File: src/core/mft_consts.svh
// Purpose: Named codes and values for the dual-counter timer
// Assumes: Included by bare name from core files
// Notes: Definitions only
`ifndef MFT_CONSTS_SVH
`define MFT_CONSTS_SVH

// Operating mode codes
`define MFT_MODE_PWM 2'h0
`define MFT_MODE_DCAP 2'h1
`define MFT_MODE_DTMR 2'h2
`define MFT_MODE_SCAP 2'h3

// Counter clock select codes
`define MFT_CSEL_STOP 3'h0
`define MFT_CSEL_PRESC 3'h1
`define MFT_CSEL_EVENT 3'h2
`define MFT_CSEL_PACC 3'h3
`define MFT_CSEL_SLOW 3'h4

// Values
`define MFT_PRESET_VAL 16'hffff
`define MFT_CNT_RST 16'h0000
`define MFT_PSC_RST 5'h00
`define MFT_PEND_RST 4'h0

// Pending and enable bit positions
`define MFT_SRC_A 0
`define MFT_SRC_B 1
`define MFT_SRC_C 2
`define MFT_SRC_D 3

`endif

File: src/core/mft_pkg.sv
// Purpose: Types shared by the dual-counter timer files
// Assumes: Nothing
// Notes: Codes live in mft_consts.svh
package mft_pkg;

  // Static configuration from software
  typedef struct packed {
    logic [1:0] operating_mode_field;
    logic [2:0] counter_one_clock_select;
    logic [2:0] counter_two_clock_select;
    logic [4:0] prescale;
    logic pin_a_function_enable;
    logic pin_b_preset_enable;
    logic pin_a_rising;
    logic pin_b_rising;
    logic pin_a_out_init;
    logic [3:0] irq_enable;
  } mft_cfg_s;

  // Software writes to the data registers
  typedef struct packed {
    logic wr_counter_one;
    logic wr_counter_two;
    logic wr_reload_capture_a;
    logic wr_reload_capture_b;
    logic [15:0] data;
  } mft_wr_s;

endpackage

File: src/core/mft_edge.sv
// Purpose: Edge detector with selectable polarity
// Assumes: Input already synchronous to i_clk
// Notes: Pulse is combinational from input and last sample
`timescale 1ns/100ps
module mft_edge (
  // Clock and reset
  input wire logic i_clk,
  input wire logic i_sys_rst,
  // Level in, edge select
  input wire logic i_level,
  input wire logic i_rising,
  // Edge pulse
  output logic o_pulse
);

  logic last_q;

  always_ff @(posedge i_clk)
  begin
    if (i_sys_rst)
      last_q <= 1'b0;
    else
      last_q <= i_level;
  end

  // Chosen edge only
  assign o_pulse = i_rising ? (i_level & ~last_q) : (~i_level & last_q);

endmodule

File: src/core/mft_counter.sv
// Purpose: 16-bit down-counter with write, preset and reload
// Assumes: One tick enable per count step
// Notes: Write beats preset, preset beats counting
`timescale 1ns/100ps
`include "mft_consts.svh"
module mft_counter (
  // Clock and reset
  input wire logic i_clk,
  input wire logic i_sys_rst,
  // Control
  input wire logic i_tick,
  input wire logic i_wr,
  input wire logic [15:0] i_wr_data,
  input wire logic i_preset,
  input wire logic [15:0] i_reload,
  // Status
  output logic [15:0] o_count,
  output logic o_underflow
);

  logic [15:0] count_q;

  assign o_underflow = i_tick & ~i_wr & ~i_preset & (count_q == 16'h0000);
  assign o_count = count_q;

  always_ff @(posedge i_clk)
  begin
    if (i_sys_rst)
      count_q <= `MFT_CNT_RST;
    else if (i_wr)
      count_q <= i_wr_data;
    else if (i_preset)
      count_q <= `MFT_PRESET_VAL;
    else if (o_underflow)
      count_q <= i_reload;
    else if (i_tick)
      count_q <= count_q - 16'h0001;
  end

endmodule

File: src/core/mft_timer.sv
// Purpose: Dual 16-bit timer with capture and dual-timer modes
// Assumes: Pin and slow clock inputs synchronous to i_clk
// Notes: Mode 00 runs counter one as in dual-timer mode
`timescale 1ns/100ps
`include "mft_consts.svh"

// How it works
// Dual capture: counter one is capture base
// Pin A/B edges copy counter one
// Each capture pin has own edge select
// Preset: store count, then load all ones
// Pin levels held at least one clock
// Dual capture: A, B, underflow interrupt events
// Dual capture: counter two plain system timer
// Capture modes: pin B clock stops counter
// Counter one reloads from register A
// Pin A toggles each counter one underflow
// Pin A rising toggle sets source C
// Pin B or prescaled clock drives counters
// Counter two reloads B, sets source D
// Single capture: pin B copies counter two
// Single capture preset loads counter two ones
// Single capture: pin B, underflow two events
// Software keeps counter two clock running
// Sources A-C to first, D to second
// First interrupt line 14, second 13
// Two-bit field selects operating mode
// Three-bit clock select decode
// Pending sticky until cleared; irq ORs them
module mft_timer (
  // Clock and reset
  input wire logic i_clk,
  input wire logic i_sys_rst,
  // Configuration and software access
  input wire mft_pkg::mft_cfg_s i_cfg,
  input wire mft_pkg::mft_wr_s i_wr,
  input wire logic [3:0] i_interrupt_clear_register,
  // Timer pins and slow clock
  input wire logic i_timer_pin_a,
  input wire logic i_timer_pin_b,
  input wire logic i_slow_clk,
  // Pin A drive
  output logic o_timer_pin_a,
  output logic o_timer_pin_a_oe,
  // Register contents
  output logic [15:0] o_counter_one,
  output logic [15:0] o_counter_two,
  output logic [15:0] o_reload_capture_a,
  output logic [15:0] o_reload_capture_b,
  output logic [3:0] o_pending,
  // System interrupts
  output logic o_irq14,
  output logic o_irq13
);

  logic [4:0] psc_q;
  logic psc_tick;
  logic ev_b, cap_a, cap_b, slow_tick;
  logic m_dcap, m_scap, m_cap, m_tmr1;
  logic tick1, tick2, pre1, pre2, u1, u2;
  logic [15:0] cnt1, cnt2, rel1, rel2;
  logic [15:0] rca_q, rcb_q;
  logic pa_q, pa_oe_q, pa_rise;
  logic [3:0] pend_q, ev, en;
  logic irq14_q, irq13_q;

  // Mode decode
  assign m_dcap = i_cfg.operating_mode_field == `MFT_MODE_DCAP;
  assign m_scap = i_cfg.operating_mode_field == `MFT_MODE_SCAP;
  assign m_cap = m_dcap | m_scap;
  assign m_tmr1 = ~m_dcap;
  assign en = i_cfg.irq_enable;

  // Prescaler divides by value plus one
  always_ff @(posedge i_clk)
  begin
    if (i_sys_rst)
      psc_q <= `MFT_PSC_RST;
    else if (psc_q == `MFT_PSC_RST)
      psc_q <= i_cfg.prescale;
    else
      psc_q <= psc_q - 5'h01;
  end
  assign psc_tick = psc_q == `MFT_PSC_RST;

  // Edge detectors
  mft_edge u_edge_a (
    .i_clk(i_clk),
    .i_sys_rst(i_sys_rst),
    .i_level(i_timer_pin_a),
    .i_rising(i_cfg.pin_a_rising),
    .o_pulse(cap_a)
  );

  mft_edge u_edge_b (
    .i_clk(i_clk),
    .i_sys_rst(i_sys_rst),
    .i_level(i_timer_pin_b),
    .i_rising(i_cfg.pin_b_rising),
    .o_pulse(ev_b)
  );

  // Slow clock must run well below i_clk to be seen
  mft_edge u_edge_slow (
    .i_clk(i_clk),
    .i_sys_rst(i_sys_rst),
    .i_level(i_slow_clk),
    .i_rising(1'b1),
    .o_pulse(slow_tick)
  );

  assign cap_b = ev_b;

  // Clock select decode; reserved codes stop
  function automatic logic sel_tick(input logic [2:0] sel);
    logic t;
    t = 1'b0;
    case (sel)
      `MFT_CSEL_PRESC: t = psc_tick;
      `MFT_CSEL_EVENT: t = ~m_cap & ev_b;
      `MFT_CSEL_PACC:
        t = ~m_cap & psc_tick & (i_timer_pin_b == i_cfg.pin_b_rising);
      `MFT_CSEL_SLOW: t = slow_tick;
      default: t = 1'b0;
    endcase
    return t;
  endfunction

  // Process form so module signals read inside the function wake it
  always_comb
  begin
    tick1 = sel_tick(i_cfg.counter_one_clock_select);
    tick2 = sel_tick(i_cfg.counter_two_clock_select);
  end

  // Presets on capture events
  assign pre1 = m_dcap & ((cap_a & i_cfg.pin_a_function_enable) |
                (cap_b & i_cfg.pin_b_preset_enable));
  assign pre2 = m_scap & cap_b & i_cfg.pin_b_preset_enable;

  // Capture bases wrap; counter two wraps outside dual-timer mode; other timers reload
  assign rel1 = m_dcap ? `MFT_PRESET_VAL : rca_q;
  assign rel2 = (i_cfg.operating_mode_field == `MFT_MODE_DTMR) ?
                rcb_q : `MFT_PRESET_VAL;

  mft_counter u_cnt_one (
    .i_clk(i_clk),
    .i_sys_rst(i_sys_rst),
    .i_tick(tick1),
    .i_wr(i_wr.wr_counter_one),
    .i_wr_data(i_wr.data),
    .i_preset(pre1),
    .i_reload(rel1),
    .o_count(cnt1),
    .o_underflow(u1)
  );

  mft_counter u_cnt_two (
    .i_clk(i_clk),
    .i_sys_rst(i_sys_rst),
    .i_tick(tick2),
    .i_wr(i_wr.wr_counter_two),
    .i_wr_data(i_wr.data),
    .i_preset(pre2),
    .i_reload(rel2),
    .o_count(cnt2),
    .o_underflow(u2)
  );

  // Capture beats a software write in the same cycle
  always_ff @(posedge i_clk)
  begin
    if (i_sys_rst)
      rca_q <= `MFT_CNT_RST;
    else if (m_dcap & cap_a)
      rca_q <= cnt1;
    else if (i_wr.wr_reload_capture_a)
      rca_q <= i_wr.data;
  end

  always_ff @(posedge i_clk)
  begin
    if (i_sys_rst)
      rcb_q <= `MFT_CNT_RST;
    else if (m_dcap & cap_b)
      rcb_q <= cnt1;
    else if (m_scap & cap_b)
      rcb_q <= cnt2;
    else if (i_wr.wr_reload_capture_b)
      rcb_q <= i_wr.data;
  end

  // Pin A output holds initial level while counter one stopped
  assign pa_rise = m_tmr1 & i_cfg.pin_a_function_enable & u1 & ~pa_q;

  always_ff @(posedge i_clk)
  begin
    if (i_sys_rst)
    begin
      pa_q <= 1'b0;
      pa_oe_q <= 1'b0;
    end
    else
    begin
      pa_oe_q <= m_tmr1 & i_cfg.pin_a_function_enable;
      if (~(m_tmr1 & i_cfg.pin_a_function_enable) ||
          i_cfg.counter_one_clock_select == `MFT_CSEL_STOP)
        pa_q <= i_cfg.pin_a_out_init;
      else if (u1)
        pa_q <= ~pa_q;
    end
  end

  // Interrupt events per mode
  always_comb
  begin
    ev = 4'h0;
    ev[`MFT_SRC_A] = m_dcap ? cap_a : u1;
    ev[`MFT_SRC_B] = m_cap & cap_b;
    ev[`MFT_SRC_C] = m_dcap ? u1 : pa_rise;
    ev[`MFT_SRC_D] = u2;
  end

  // Set wins over clear
  always_ff @(posedge i_clk)
  begin
    if (i_sys_rst)
      pend_q <= `MFT_PEND_RST;
    else
      pend_q <= (pend_q & ~i_interrupt_clear_register) | ev;
  end

  // Source C uses pin A enable outside dual capture
  always_ff @(posedge i_clk)
  begin
    if (i_sys_rst)
    begin
      irq14_q <= 1'b0;
      irq13_q <= 1'b0;
    end
    else
    begin
      irq14_q <= (pend_q[`MFT_SRC_A] & en[`MFT_SRC_A]) |
                 (pend_q[`MFT_SRC_B] & en[`MFT_SRC_B]) |
                 (pend_q[`MFT_SRC_C] &
                  (m_dcap ? en[`MFT_SRC_C] : en[`MFT_SRC_A]));
      irq13_q <= pend_q[`MFT_SRC_D] & en[`MFT_SRC_D];
    end
  end

  assign o_timer_pin_a = pa_q;
  assign o_timer_pin_a_oe = pa_oe_q;
  assign o_counter_one = cnt1;
  assign o_counter_two = cnt2;
  assign o_reload_capture_a = rca_q;
  assign o_reload_capture_b = rcb_q;
  assign o_pending = pend_q;
  assign o_irq14 = irq14_q;
  assign o_irq13 = irq13_q;

  a_cap_a_copy: assert property (@(posedge i_clk) disable iff (i_sys_rst)
    m_dcap && cap_a |=> rca_q == $past(cnt1))
    else $error("pin A capture lost");

  a_preset_one: assert property (@(posedge i_clk) disable iff (i_sys_rst)
    pre1 && !i_wr.wr_counter_one |=> cnt1 == `MFT_PRESET_VAL)
    else $error("counter one not preset");

  a_cap_b_two: assert property (@(posedge i_clk) disable iff (i_sys_rst)
    m_scap && cap_b |=> rcb_q == $past(cnt2))
    else $error("pin B capture of counter two lost");

  a_preset_two: assert property (@(posedge i_clk) disable iff (i_sys_rst)
    pre2 && !i_wr.wr_counter_two |=> cnt2 == `MFT_PRESET_VAL)
    else $error("counter two not preset");

  a_cap_stop: assert property (@(posedge i_clk) disable iff (i_sys_rst)
    m_cap && i_cfg.counter_one_clock_select == `MFT_CSEL_EVENT &&
    !i_wr.wr_counter_one && !pre1 |=> $stable(cnt1))
    else $error("counter one ran on pin B in capture mode");

  a_reload_a: assert property (@(posedge i_clk) disable iff (i_sys_rst)
    m_tmr1 && u1 |=> cnt1 == $past(rca_q))
    else $error("counter one reload wrong");

  a_pin_toggle: assert property (@(posedge i_clk) disable iff (i_sys_rst)
    m_tmr1 && u1 && i_cfg.pin_a_function_enable &&
    i_cfg.counter_one_clock_select != `MFT_CSEL_STOP
    |=> pa_q != $past(pa_q))
    else $error("pin A did not toggle");

  a_src_c_set: assert property (@(posedge i_clk) disable iff (i_sys_rst)
    pa_rise |=> pend_q[`MFT_SRC_C] ##1 1'b1)
    else $error("source C not set on pin A rise");

  a_src_d_set: assert property (@(posedge i_clk) disable iff (i_sys_rst)
    u2 |=> pend_q[`MFT_SRC_D])
    else $error("source D not set on underflow");

  a_pend_hold: assert property (@(posedge i_clk) disable iff (i_sys_rst)
    pend_q[`MFT_SRC_B] && !i_interrupt_clear_register[`MFT_SRC_B]
    |=> pend_q[`MFT_SRC_B])
    else $error("pending flag dropped without clear");

  a_irq_two: assert property (@(posedge i_clk) disable iff (i_sys_rst)
    pend_q[`MFT_SRC_D] && en[`MFT_SRC_D] |=> o_irq13)
    else $error("line 13 not raised");

endmodule

File: config.mk
export PLATFORM = sky130hd
export DESIGN_NAME = mft_timer
export DESIGN_NICKNAME = d
export VERILOG_FILES = /design/src/core/mft_pkg.sv /design/src/core/mft_edge.sv /design/src/core/mft_counter.sv /design/src/core/mft_timer.sv
export VERILOG_INCLUDE_DIRS = /design/src /design/src/core
export SDC_FILE = /design/constraint.sdc
export NUM_CORES = 1
export LEC_CHECK = 0
export BUFFER_PORTS_ARGS = -buffer_cell sky130_fd_sc_hd__buf_4
export CAP_MARGIN = 20
export CELL_PAD_IN_SITES_DETAIL_PLACEMENT = 1
export CELL_PAD_IN_SITES_GLOBAL_PLACEMENT = 2
export CORE_MARGIN = 1
export CORE_UTILIZATION = 30
export DETAILED_ROUTE_END_ITERATION = 10
export GPL_TIMING_DRIVEN = 0
export PLACE_DENSITY = 0.9
export SYNTH_ARGS = -nofsm -noshare
export SYNTH_HDL_FRONTEND = slang
export SYNTH_SLANG_ARGS = --single-unit
File: constraint.sdc
create_clock -name i_clk -period 2.8 [get_ports i_clk]
set_input_delay 0.7 -clock i_clk [delete_from_list [all_inputs] [get_ports i_clk]]
set_output_delay 0.7 -clock i_clk [all_outputs]
set_load 0.005 [all_outputs]
==> results.sh, run 1 <==
export IMPL_period_minus_slack_ns=2.68
export IMPL_clk_pin_slew_ns=0.07
export IMPL_clk_latency_ns=0.35
export IMPL_postSynthCellCount=570
export IMPL_nets=758
export IMPL_final_hold_viol_count=0
export IMPL_gr_total_overflow=0
export IMPL_ff2ff_setup_slack_ns=0.12
export IMPL_cp_startpoint="u_cnt_one.o_count[0]$_SDFFE_PP0P_"
export IMPL_yosysTopAreaCell="dfxtp_1"
export IMPL_yosysWarnings=0
export IMPL_syn_cell_area_sq_um=4640
export IMPL_coreArea_sq_um=15100
export IMPL_numPortBuffers=119
export IMPL_syn_num_nets=625
export IMPL_drc=0
export IMPL_synthTopCellsByCount="dfxtp_1 (80), nor2_1 (69), nand2_1 (52)"
export IMPL_fin_area_sq_um=6230
export IMPL_synthArstFlopShare_pct=0
export IMPL_drive_gt1_share_pct=25.8
export IMPL_r2r_start="u_cnt_one.o_count[0]$_SDFFE_PP0P_"
export IMPL_die_w_microns=126
export IMPL_dpl_cell_area_sq_um=5770
export IMPL_n_antenna_cell=0
export IMPL_fp_dieArea_sq_um=16000
export IMPL_syn2layout_area_growth_pct=34.1
export IMPL_cts_buffers=9
export IMPL_synth_most_common_cell="dfxtp_1"
export IMPL_ir_drop_mv=0.284
export IMPL_status="finished clean"
export IMPL_yosysSeqAreaShare_pct=34.5
export IMPL_worst_pin_slew_ns=0.945
export IMPL_ant_nets=0
export IMPL_max_freq_mhz=374
export IMPL_path_max_fanout=9
export IMPL_clock_skew_ns=0.00779
export IMPL_ys_ff_latch=80
export IMPL_track_usage_pct=24.9
export IMPL_clockBufferDepth=2
export IMPL_synth_edff_count=0
export IMPL_leakage_nw=2.60
export IMPL_synth_top_area_share_pct=34.5
export IMPL_setup_tns_ns=0
export IMPL_grt_pass1_vias=5434
export IMPL_crit_arrival_ns=2.92
export IMPL_grt_pass1_wl_microns=30500
export IMPL_rr_worst_depth=9
export IMPL_drt_iter0_markers=367
export IMPL_totalPowerFinal_mw=3.85
export IMPL_io_pins=123
export IMPL_power_density_nw_per_um2=618
export IMPL_endpoint_kind="register"
export IMPL_wire_per_inst_microns=21.9
export IMPL_cts_sinks=80
export IMPL_slew_headroom_pct=36.5
export IMPL_antenna_found_initial=0
export IMPL_report_final_slew_viol_count=0
export IMPL_yosysUniqueCellTypes=69
export IMPL_cts_root_buffer="clkbuf_16"
export IMPL_h_tree_depth=3
export IMPL_num_vias=5130
export IMPL_routed_wirelength_microns=19600
export IMPL_vias_per_cell=5.73
export IMPL_synth_ff_type="dfxtp_1"
export IMPL_initial_core_util_pct=30.7
export IMPL_worst_slack_ns=0.124
export IMPL_num_rows=45
export IMPL_gp_congestion=0.898
export IMPL_crit_end="u_cnt_one.o_count[11]$_SDFFE_PP0P_"
export IMPL_cap_violations=0
export IMPL_synth_avg_cell_area_sq_um=8.15
export IMPL_worst_setup_path_type="register to register"
export IMPL_dr_pass1_iters=5
export IMPL_grt_start_max_net_pins=14
export IMPL_die_y_microns=126
export IMPL_cts_tree="done"
export IMPL_timing_rr_end="u_cnt_one.o_count[11]$_SDFFE_PP0P_"
export IMPL_dp_hpwl_microns=14700
export IMPL_pre_cts_ws_ns=-0.671
export IMPL_required_ns=3.05
export IMPL_crit_path_start_kind="register"
export IMPL_finalCritPeriodShare_pct=95.6
export IMPL_setup_viol=0
export IMPL_synthTopCellsByArea="dfxtp_1 (34%), nor2_1 (5.6%), nand2_1 (4.2%)"
export IMPL_hold_class="register to register"
## how the worst min path moves through the flow
stage | start | end | slack, ns | depth (start not counted)
2_1_floorplan | psc_q[0]$_SDFF_PP0_ | psc_q[0]$_SDFF_PP0_ | 0.44 | 1
3_3_place_gp | psc_q[0]$_SDFF_PP0_ | psc_q[0]$_SDFF_PP0_ | 0.46 | 1
3_5_place_dp | psc_q[0]$_SDFF_PP0_ | psc_q[0]$_SDFF_PP0_ | 0.48 | 1
4_1_cts | psc_q[0]$_SDFF_PP0_ | psc_q[0]$_SDFF_PP0_ | 0.49 | 1
5_1_grt | psc_q[0]$_SDFF_PP0_ | psc_q[0]$_SDFF_PP0_ | 0.52 | 1
6_report | psc_q[0]$_SDFF_PP0_ | psc_q[0]$_SDFF_PP0_ | 0.49 | 1
## cells by family (layout without fill, tap and decap cells)
| group | count (synthesis) | in the layout | synth area share (%) |
|---|---|---|---|
| adder cells (fa/ha/maj) | 4 | 4 | 1.08 |
| flip-flops | 80 | 80 | 34.5 |
| AO/OA/AOI/OAI | 153 | 153 | 24.8 |
| buffers and inverters | 60 | 198 | 5.66 |
| multiplexers | 22 | 22 | 4.88 |
| XOR/XNOR | 24 | 24 | 4.53 |
| AND/OR/NAND/NOR | 227 | 227 | 24.6 |
## cell type report
type / count / area, sq um
flip-flops and latches: 80 / 1610
clock buffers: 10 / 229
well taps: 188 / 235
repair buffers: 122 / 916
plain buffers: 39 / 189
clock inverters: 6 / 108
fillers: 1845 / 8920
multi-input cells: 430 / 2870
inverters: 21 / 78.8
## routing by layer
layer  vias to the layer above  GRT usage (%)  share of wire (%)
li1                       2398              -                  -
met5                         -              0                  0
met3                        38           4.13                5.3
met2                       186           42.0                 48
met4                         0           11.0                2.7
met1                      2508           31.2                 44
## critical path: stages, from the launching register on
cell and delay, ns:
dfxtp_4 0.38, inv_1 0.06, ha_1 0.17, nor3b_4 0.25
nand2_2 0.12, or4_1 0.52, buf_4 0.19, a21oi_4 0.21
mux2_2 0.37, o41ai_2 0.28
## per-stage QoR
step / cells / util (%) / hold WS (ns)
6_report: 896 / 41.1 / 0.485
5_1_grt: 896 / 41.1 / 0.518
4_1_cts: 895 / 40.7 / 0.488
3_5_place_dp: 877 / 38.1 / 0.476
3_3_place_gp: 877 / 38.1 / 0.456
2_1_floorplan: 570 / - / 0.437
## what timing repair did
action,in CTS,in global routing
endpoints found under the setup margin,28,16
hold buffers,0,0
pin swaps,0,2
gates resized for setup,7,14
buffers inserted,2,1
## power breakdown
group	total, mW	switching [mW]	leakage (nW)	internal (mW)
Clock	1.38	0.509	0.162	0.869
Sequential	1.44	0.180	0.664	1.26
Combinational	1.03	0.553	1.78	0.476
## flip-flops by register name, summed over array words and instances (netlist names)
signal              flops
psc_q                   5
u_edge_a.last_q         1
u_edge_slow.last_q      1
u_edge_b.last_q         1
o_timer_pin_a           1
u_cnt_two.o_count      16
o_pending               4
o_irq13                 1
o_reload_capture_b     16
o_reload_capture_a     16
o_timer_pin_a_oe        1
u_cnt_one.o_count      16
o_irq14                 1
## cell usage in the layout (no fill, tap or decap), types with 4 or more instances in the layout
cell	n
a211oi_1	20
a21oi_1	21
a221oi_1	7
a222oi_1	17
a31oi_1	9
and3_1	4
buf_2	6
buf_4	126
clkbuf_1	22
clkbuf_16	9
dfxtp_1	78
ha_1	4
inv_1	21
mux2_2	5
mux2i_1	17
nand2_1	52
nand2b_1	13
nand3_1	7
nand4_1	5
nor2_1	69
nor2b_1	6
nor3_1	35
o211ai_1	7
o21ai_0	25
o221ai_1	5
o311ai_0	6
o31ai_1	8
o41ai_2	4
or3_1	5
or4_1	4
xnor2_1	14
xor2_1	10
Power figures use the tool's default switching activity.
==> inputs of run 2 (changes only) <==
Settings changed: HOLD_SLACK_MARGIN set to 0.05, REMOVE_ABC_BUFFERS set to 1.
==> run 2 against run 1 <==
Compared with the run above: first-iteration DRC count rose by 16%; critical endpoint unchanged; largest power group unchanged; final area fell by 2.2%; critical path type unchanged; die area is the same; global-route usage is 1.0 points lower; sequential cell count unchanged; fmax grew 0.44%; via count fell by 1.3%; sequential power about the same.
==> results.sh, run 2 (synthesis gave the netlist of run 1 again) <==
export IMPL_nets=728
export IMPL_worst_pin_slew_ns=1.01
export IMPL_detail_route_wirelength_met1_microns=7940
export IMPL_cts_root_buffer="clkbuf_16"
export IMPL_fin_util_pct=40.2
export IMPL_endpoint_kind="register"
export IMPL_cap_violations=0
export IMPL_fin_area_sq_um=6090
export IMPL_gr_total_overflow=0
export IMPL_pre_cts_ws_ns=-0.895
export IMPL_status="finished clean"
export IMPL_track_usage_pct=23.8
export IMPL_drc=0
export IMPL_die_w_microns=126
export IMPL_h_tree_depth=3
export IMPL_clock_skew_ns=0.00443
export IMPL_num_vias=5063
export IMPL_gp_congestion=0.885
export IMPL_io_pins=123
export IMPL_clk_pin_slew_ns=0.06
export IMPL_antenna_found_initial=0
export IMPL_crit_arrival_ns=2.90
export IMPL_grt_pass1_vias=5306
export IMPL_setup_viol=0
export IMPL_worst_setup_path_type="register to register"
export IMPL_path_cells="nor4_4 -> nand2_1 -> or4_4 -> a21oi_4 -> mux2_2 -> o41ai_1"
export IMPL_max_freq_mhz=375
export IMPL_required_ns=3.04
export IMPL_fillCellCount=1803
export IMPL_met2_length_microns=9440
export IMPL_setup_tns_ns=0
export IMPL_final_cell_mix="buf_4 (130), dfxtp_1 (79), nor2_1 (69)"
export IMPL_power_density_nw_per_um2=628
export IMPL_fin_cells=866
export IMPL_path_max_fanout=8
export IMPL_totalPowerFinal_mw=3.82
export IMPL_vias_per_cell=5.85
export IMPL_ir_drop_mv=0.312
export IMPL_drt_iter0_markers=426
export IMPL_ant_nets=0
export IMPL_rsz0062_at_grt="true"
export IMPL_period_minus_slack_ns=2.66
export IMPL_worst_hold_slack_ns=0.489
export IMPL_coreArea_sq_um=15100
export IMPL_slowest_delay_ns=0.57
export IMPL_cts_sinks=80
export IMPL_leakage_nw=2.53
export IMPL_top_layer="met4"
export IMPL_numPortBuffers=122
export IMPL_dpl_cell_count=843
export IMPL_final_common_cell="buf_4"
export IMPL_final_hold_viol_count=0
export IMPL_clk_latency_ns=0.35
export IMPL_dr_pass1_iters=6
export IMPL_fp_dieArea_sq_um=16000
export IMPL_finalCritPeriodShare_pct=95.1
export IMPL_crit_family="simple AND/OR/NAND/NOR gates"
export IMPL_hold_class="register to register"
export IMPL_slew_headroom_pct=32.8
export IMPL_cts_buffers=9
export IMPL_clockBufferDepth=2
export IMPL_dpl_cell_area_sq_um=5640
export IMPL_wire_per_inst_microns=21.7
export IMPL_wl_met3_microns=960
export IMPL_cts_tree="done"
export IMPL_num_rows=45
export IMPL_syn2layout_area_growth_pct=31.2
export IMPL_dp_hpwl_microns=13500
export IMPL_die_y_microns=126
export IMPL_worst_slack_ns=0.136
export IMPL_grt_start_max_net_pins=66
export IMPL_report_final_slew_viol_count=0
export IMPL_n_antenna_cell=0
export IMPL_crit_path_top_delay_cell="or4_4"
export IMPL_grt_pass1_wl_microns=29500
export IMPL_crit_path_start_kind="register"
export IMPL_cp_num_buf_inv=0
export IMPL_initial_core_util_pct=30.7
export IMPL_drive_gt1_share_pct=26.5
export IMPL_routed_wirelength_microns=18800
## run 2: cell count changes in the layout (fill, tap and decap cells not counted), sizes merged
cell / delta
buf: -5
clkbuf: -23
dlygate4sd1: -2
## run 2: layout make-up
type	instances	area [sq um]	area share [%]
well taps	188	235	3.86
clock inverters	6	108	1.77
flip-flops and latches	80	1600	26.3
clock buffers	10	229	3.76
inverters	21	78.8	1.29
multi-input cells	430	2850	46.8
repair buffers	131	987	16.2
## run 2: power by group
| group | switching [mW] | leakage, nW | internal [mW] | total (mW) |
|---|---|---|---|---|
| Sequential | 0.190 | 0.663 | 1.26 | 1.45 |
| Combinational | 0.532 | 1.71 | 0.457 | 0.989 |
| Clock | 0.513 | 0.162 | 0.869 | 1.38 |
## run 2: path summary, 6_finish.rpt
path                                                   startpoint  slack, ns  cells after the start                            endpoint
worst min-delay path                          psc_q[0]$_SDFF_PP0_       0.49                      1                 psc_q[0]$_SDFF_PP0_
worst min register to register                psc_q[0]$_SDFF_PP0_       0.49                      1                 psc_q[0]$_SDFF_PP0_
worst max register to register  u_cnt_one.o_count[8]$_SDFFE_PP0P_       0.14                      6  u_cnt_one.o_count[11]$_SDFFE_PP0P_
worst max-delay path            u_cnt_one.o_count[8]$_SDFFE_PP0P_       0.14                      6  u_cnt_one.o_count[11]$_SDFFE_PP0P_
## run 2: worst register-to-register path, stage by stage, from the launching register on
cell and delay (ns):
dfxtp_1 0.43, nor4_4 0.42, nand2_1 0.20, or4_4 0.57
a21oi_4 0.24, mux2_2 0.37, o41ai_1 0.32
## run 2: what timing repair did
action / CTS / global route
endpoints found under the setup margin: 39 / 16
hold buffers: 0 / 0
pin swaps: 1 / 4
resized for setup: 9 / 5
setup buffers: 3 / 4
## run 2: layer usage
layer,GRT usage (%),vias to the layer above
met2,41.1,180
li1,-,2337
met4,10.6,0
met3,3.71,31
met1,29.4,2515
met5,0,-
==> inputs of run 3 (changes only) <==
Settings changed: PLACE_DENSITY 0.9 to not set, PLACE_DENSITY_LB_ADDON set to 0.1.
==> run 3 against run 2 <==
Compared with the run above: first-iteration DRC count shrank 23%; total power shrank 7.3%; die area is the same; cell count grew 0.23%; setup slack lost 0.047 ns; clock power shrank 19%; global-route usage grew 0.63 points; via count shrank 1.0%; sequential power is essentially flat; sequential share of layout area grew 0.15 points; critical endpoint is now u_cnt_two.o_count[8]$_SDFFE_PP0P_; largest power group unchanged.
==> results.sh, run 3 (synthesis gave the netlist of run 1 again) <==
export IMPL_status="finished clean"
export IMPL_grt_pass1_wl_microns=29600
export IMPL_gr_usage_met3_pct=5.31
export IMPL_num_vias=5011
export IMPL_required_ns=3.04
export IMPL_initial_core_util_pct=30.7
export IMPL_totalPowerFinal_mw=3.54
export IMPL_grt_start_max_net_pins=66
export IMPL_cap_violations=0
export IMPL_dp_hpwl_microns=13400
export IMPL_min_to="psc_q[0]$_SDFF_PP0_"
export IMPL_final_hold_viol_count=0
export IMPL_cp_num_buf_inv=1
export IMPL_clk_latency_ns=0.35
export IMPL_clock_skew_ns=0.00443
export IMPL_finalCritPeriodShare_pct=96.8
export IMPL_cts_root_buffer="clkbuf_16"
export IMPL_dr_pass1_iters=5
export IMPL_h_tree_depth=3
export IMPL_dpl_cell_area_sq_um=5670
export IMPL_num_rows=45
export IMPL_nets=730
export IMPL_slowest_delay_ns=0.54
export IMPL_ant_nets=0
export IMPL_cts_buffers=9
export IMPL_rsz0062_at_grt="false"
export IMPL_antenna_found_initial=0
export IMPL_path_cells="buf_4 -> or3b_1 -> a2111oi_4 -> a211o_2 -> nand3b_2 -> or3_1 -> a32o_1"
export IMPL_final_cell_mix="buf_4 (129), dfxtp_1 (80), nor2_1 (69)"
export IMPL_timing_rr_end="u_cnt_one.o_count[7]$_SDFFE_PP0P_"
export IMPL_crit_path_top_delay_cell="or3b_1"
export IMPL_worst_slack_ns=0.0891
export IMPL_period_minus_slack_ns=2.71
export IMPL_routed_wirelength_microns=19100
export IMPL_numPortBuffers=122
export IMPL_die_w_microns=126
export IMPL_fp_dieArea_sq_um=16000
export IMPL_track_usage_pct=24.5
export IMPL_drc=0
export IMPL_clk_pin_slew_ns=0.06
export IMPL_met2_usage_pct=41.4
export IMPL_clockBufferDepth=2
export IMPL_hold_depth=1
export IMPL_drt_iter0_markers=329
export IMPL_syn2layout_area_growth_pct=30.3
export IMPL_cts_tree="done"
export IMPL_final_common_cell="buf_4"
export IMPL_hold_class="register to register"
export IMPL_hp_start="psc_q[0]$_SDFF_PP0_"
export IMPL_fin_util_pct=40.0
export IMPL_top_usage_layer="met2"
export IMPL_vias_per_cell=5.77
export IMPL_leakage_nw=2.52
export IMPL_gr_total_overflow=0
export IMPL_grtUsageMet1_pct=30.8
export IMPL_cts_sinks=80
export IMPL_worst_setup_path_type="primary input to register"
export IMPL_r2r_start="u_cnt_one.o_count[0]$_SDFFE_PP0P_"
export IMPL_ff2ff_setup_slack_ns=0.12
export IMPL_gp_congestion=0.869
export IMPL_coreArea_sq_um=15100
export IMPL_path_max_fanout=8
export IMPL_fin_area_sq_um=6050
export IMPL_drive_gt1_share_pct=25.7
export IMPL_grt_pass1_vias=4991
export IMPL_rr_worst_depth=8
export IMPL_ir_drop_mv=0.385
export IMPL_power_density_nw_per_um2=586
export IMPL_crit_family="simple AND/OR/NAND/NOR gates"
export IMPL_die_y_microns=126
export IMPL_slew_headroom_pct=32.5
export IMPL_report_final_slew_viol_count=0
export IMPL_holdBufCountCts=0
export IMPL_n_antenna_cell=0
export IMPL_io_pins=123
export IMPL_endpoint_kind="register"
export IMPL_crit_path_start_kind="primary input"
export IMPL_max_freq_mhz=369
export IMPL_pre_cts_ws_ns=-1.26
export IMPL_crit_arrival_ns=2.95
export IMPL_setup_viol=0
export IMPL_wire_per_inst_microns=22.0
export IMPL_worst_pin_slew_ns=1.01
## run 3: cell count changes in the layout (fill, tap and decap cells not counted), sizes merged
| cell | before | now |
|---|---|---|
| bufinv | 3 | 0 |
| buf | 131 | 132 |
| clkbuf | 10 | 17 |
| clkinvlp | 1 | 0 |
| clkinv | 2 | 0 |
## run 3: final cells by class
class                      count  area (sq um)
timing repair buffer         133          1020
sequential                    80          1600
tap                          188           235
multi-input combinational    430          2850
inverter                      21          78.8
fill                        1801          9090
clock buffer                  16           262
## run 3: how the worst max path moves through the flow
stage	start	to	slack, ns	depth (start not counted)
floorplan	i_cfg[5]	u_cnt_two.o_count[0]$_SDFFE_PP0P_	0.05	6
global placement	i_cfg[20]	u_cnt_one.o_count[2]$_SDFFE_PP0P_	-1.21	7
detailed placement	i_cfg[5]	u_cnt_two.o_count[4]$_SDFFE_PP0P_	-1.26	7
CTS	u_cnt_one.o_count[0]$_SDFFE_PP0P_	u_cnt_one.o_count[9]$_SDFFE_PP0P_	0.003	8
global route	u_cnt_one.o_count[0]$_SDFFE_PP0P_	u_cnt_one.o_count[13]$_SDFFE_PP0P_	0.002	8
finish	i_cfg[5]	u_cnt_two.o_count[8]$_SDFFE_PP0P_	0.09	7
## run 3: power breakdown
| part | leakage (nW) | switching (mW) | internal, mW |
|---|---|---|---|
| Clock | 0.125 | 0.491 | 0.629 |
| Combinational | 1.73 | 0.519 | 0.458 |
| Sequential | 0.663 | 0.186 | 1.26 |
| Total | 2.52 | 1.20 | 2.35 |
## run 3: through the flow
stage | hold slack [ns] | setup TNS, ns | cells
CTS | 0.480 | 0 | 864
finish | 0.478 | 0 | 868
floorplan | 0.432 | 0 | 531
global route | 0.519 | 0 | 868
detailed placement | 0.468 | -28.69 | 844
global placement | 0.459 | -44.93 | 841
## run 3: timing repair
| action | 4_1_cts | 5_1_grt |
|---|---|---|
| buffers inserted | 4 | 3 |
| cloned | 0 | 0 |
| endpoints found under the setup margin | 45 | 27 |
| pin swaps | 2 | 2 |
| gates resized for setup | 8 | 4 |
## run 3: routing by layer
layer  share of wire, %  wire length [microns]
met5                  0                      0
met4                2.1                    405
met3                4.9                    933
met2                 48                   9100
met1                 45                   8650
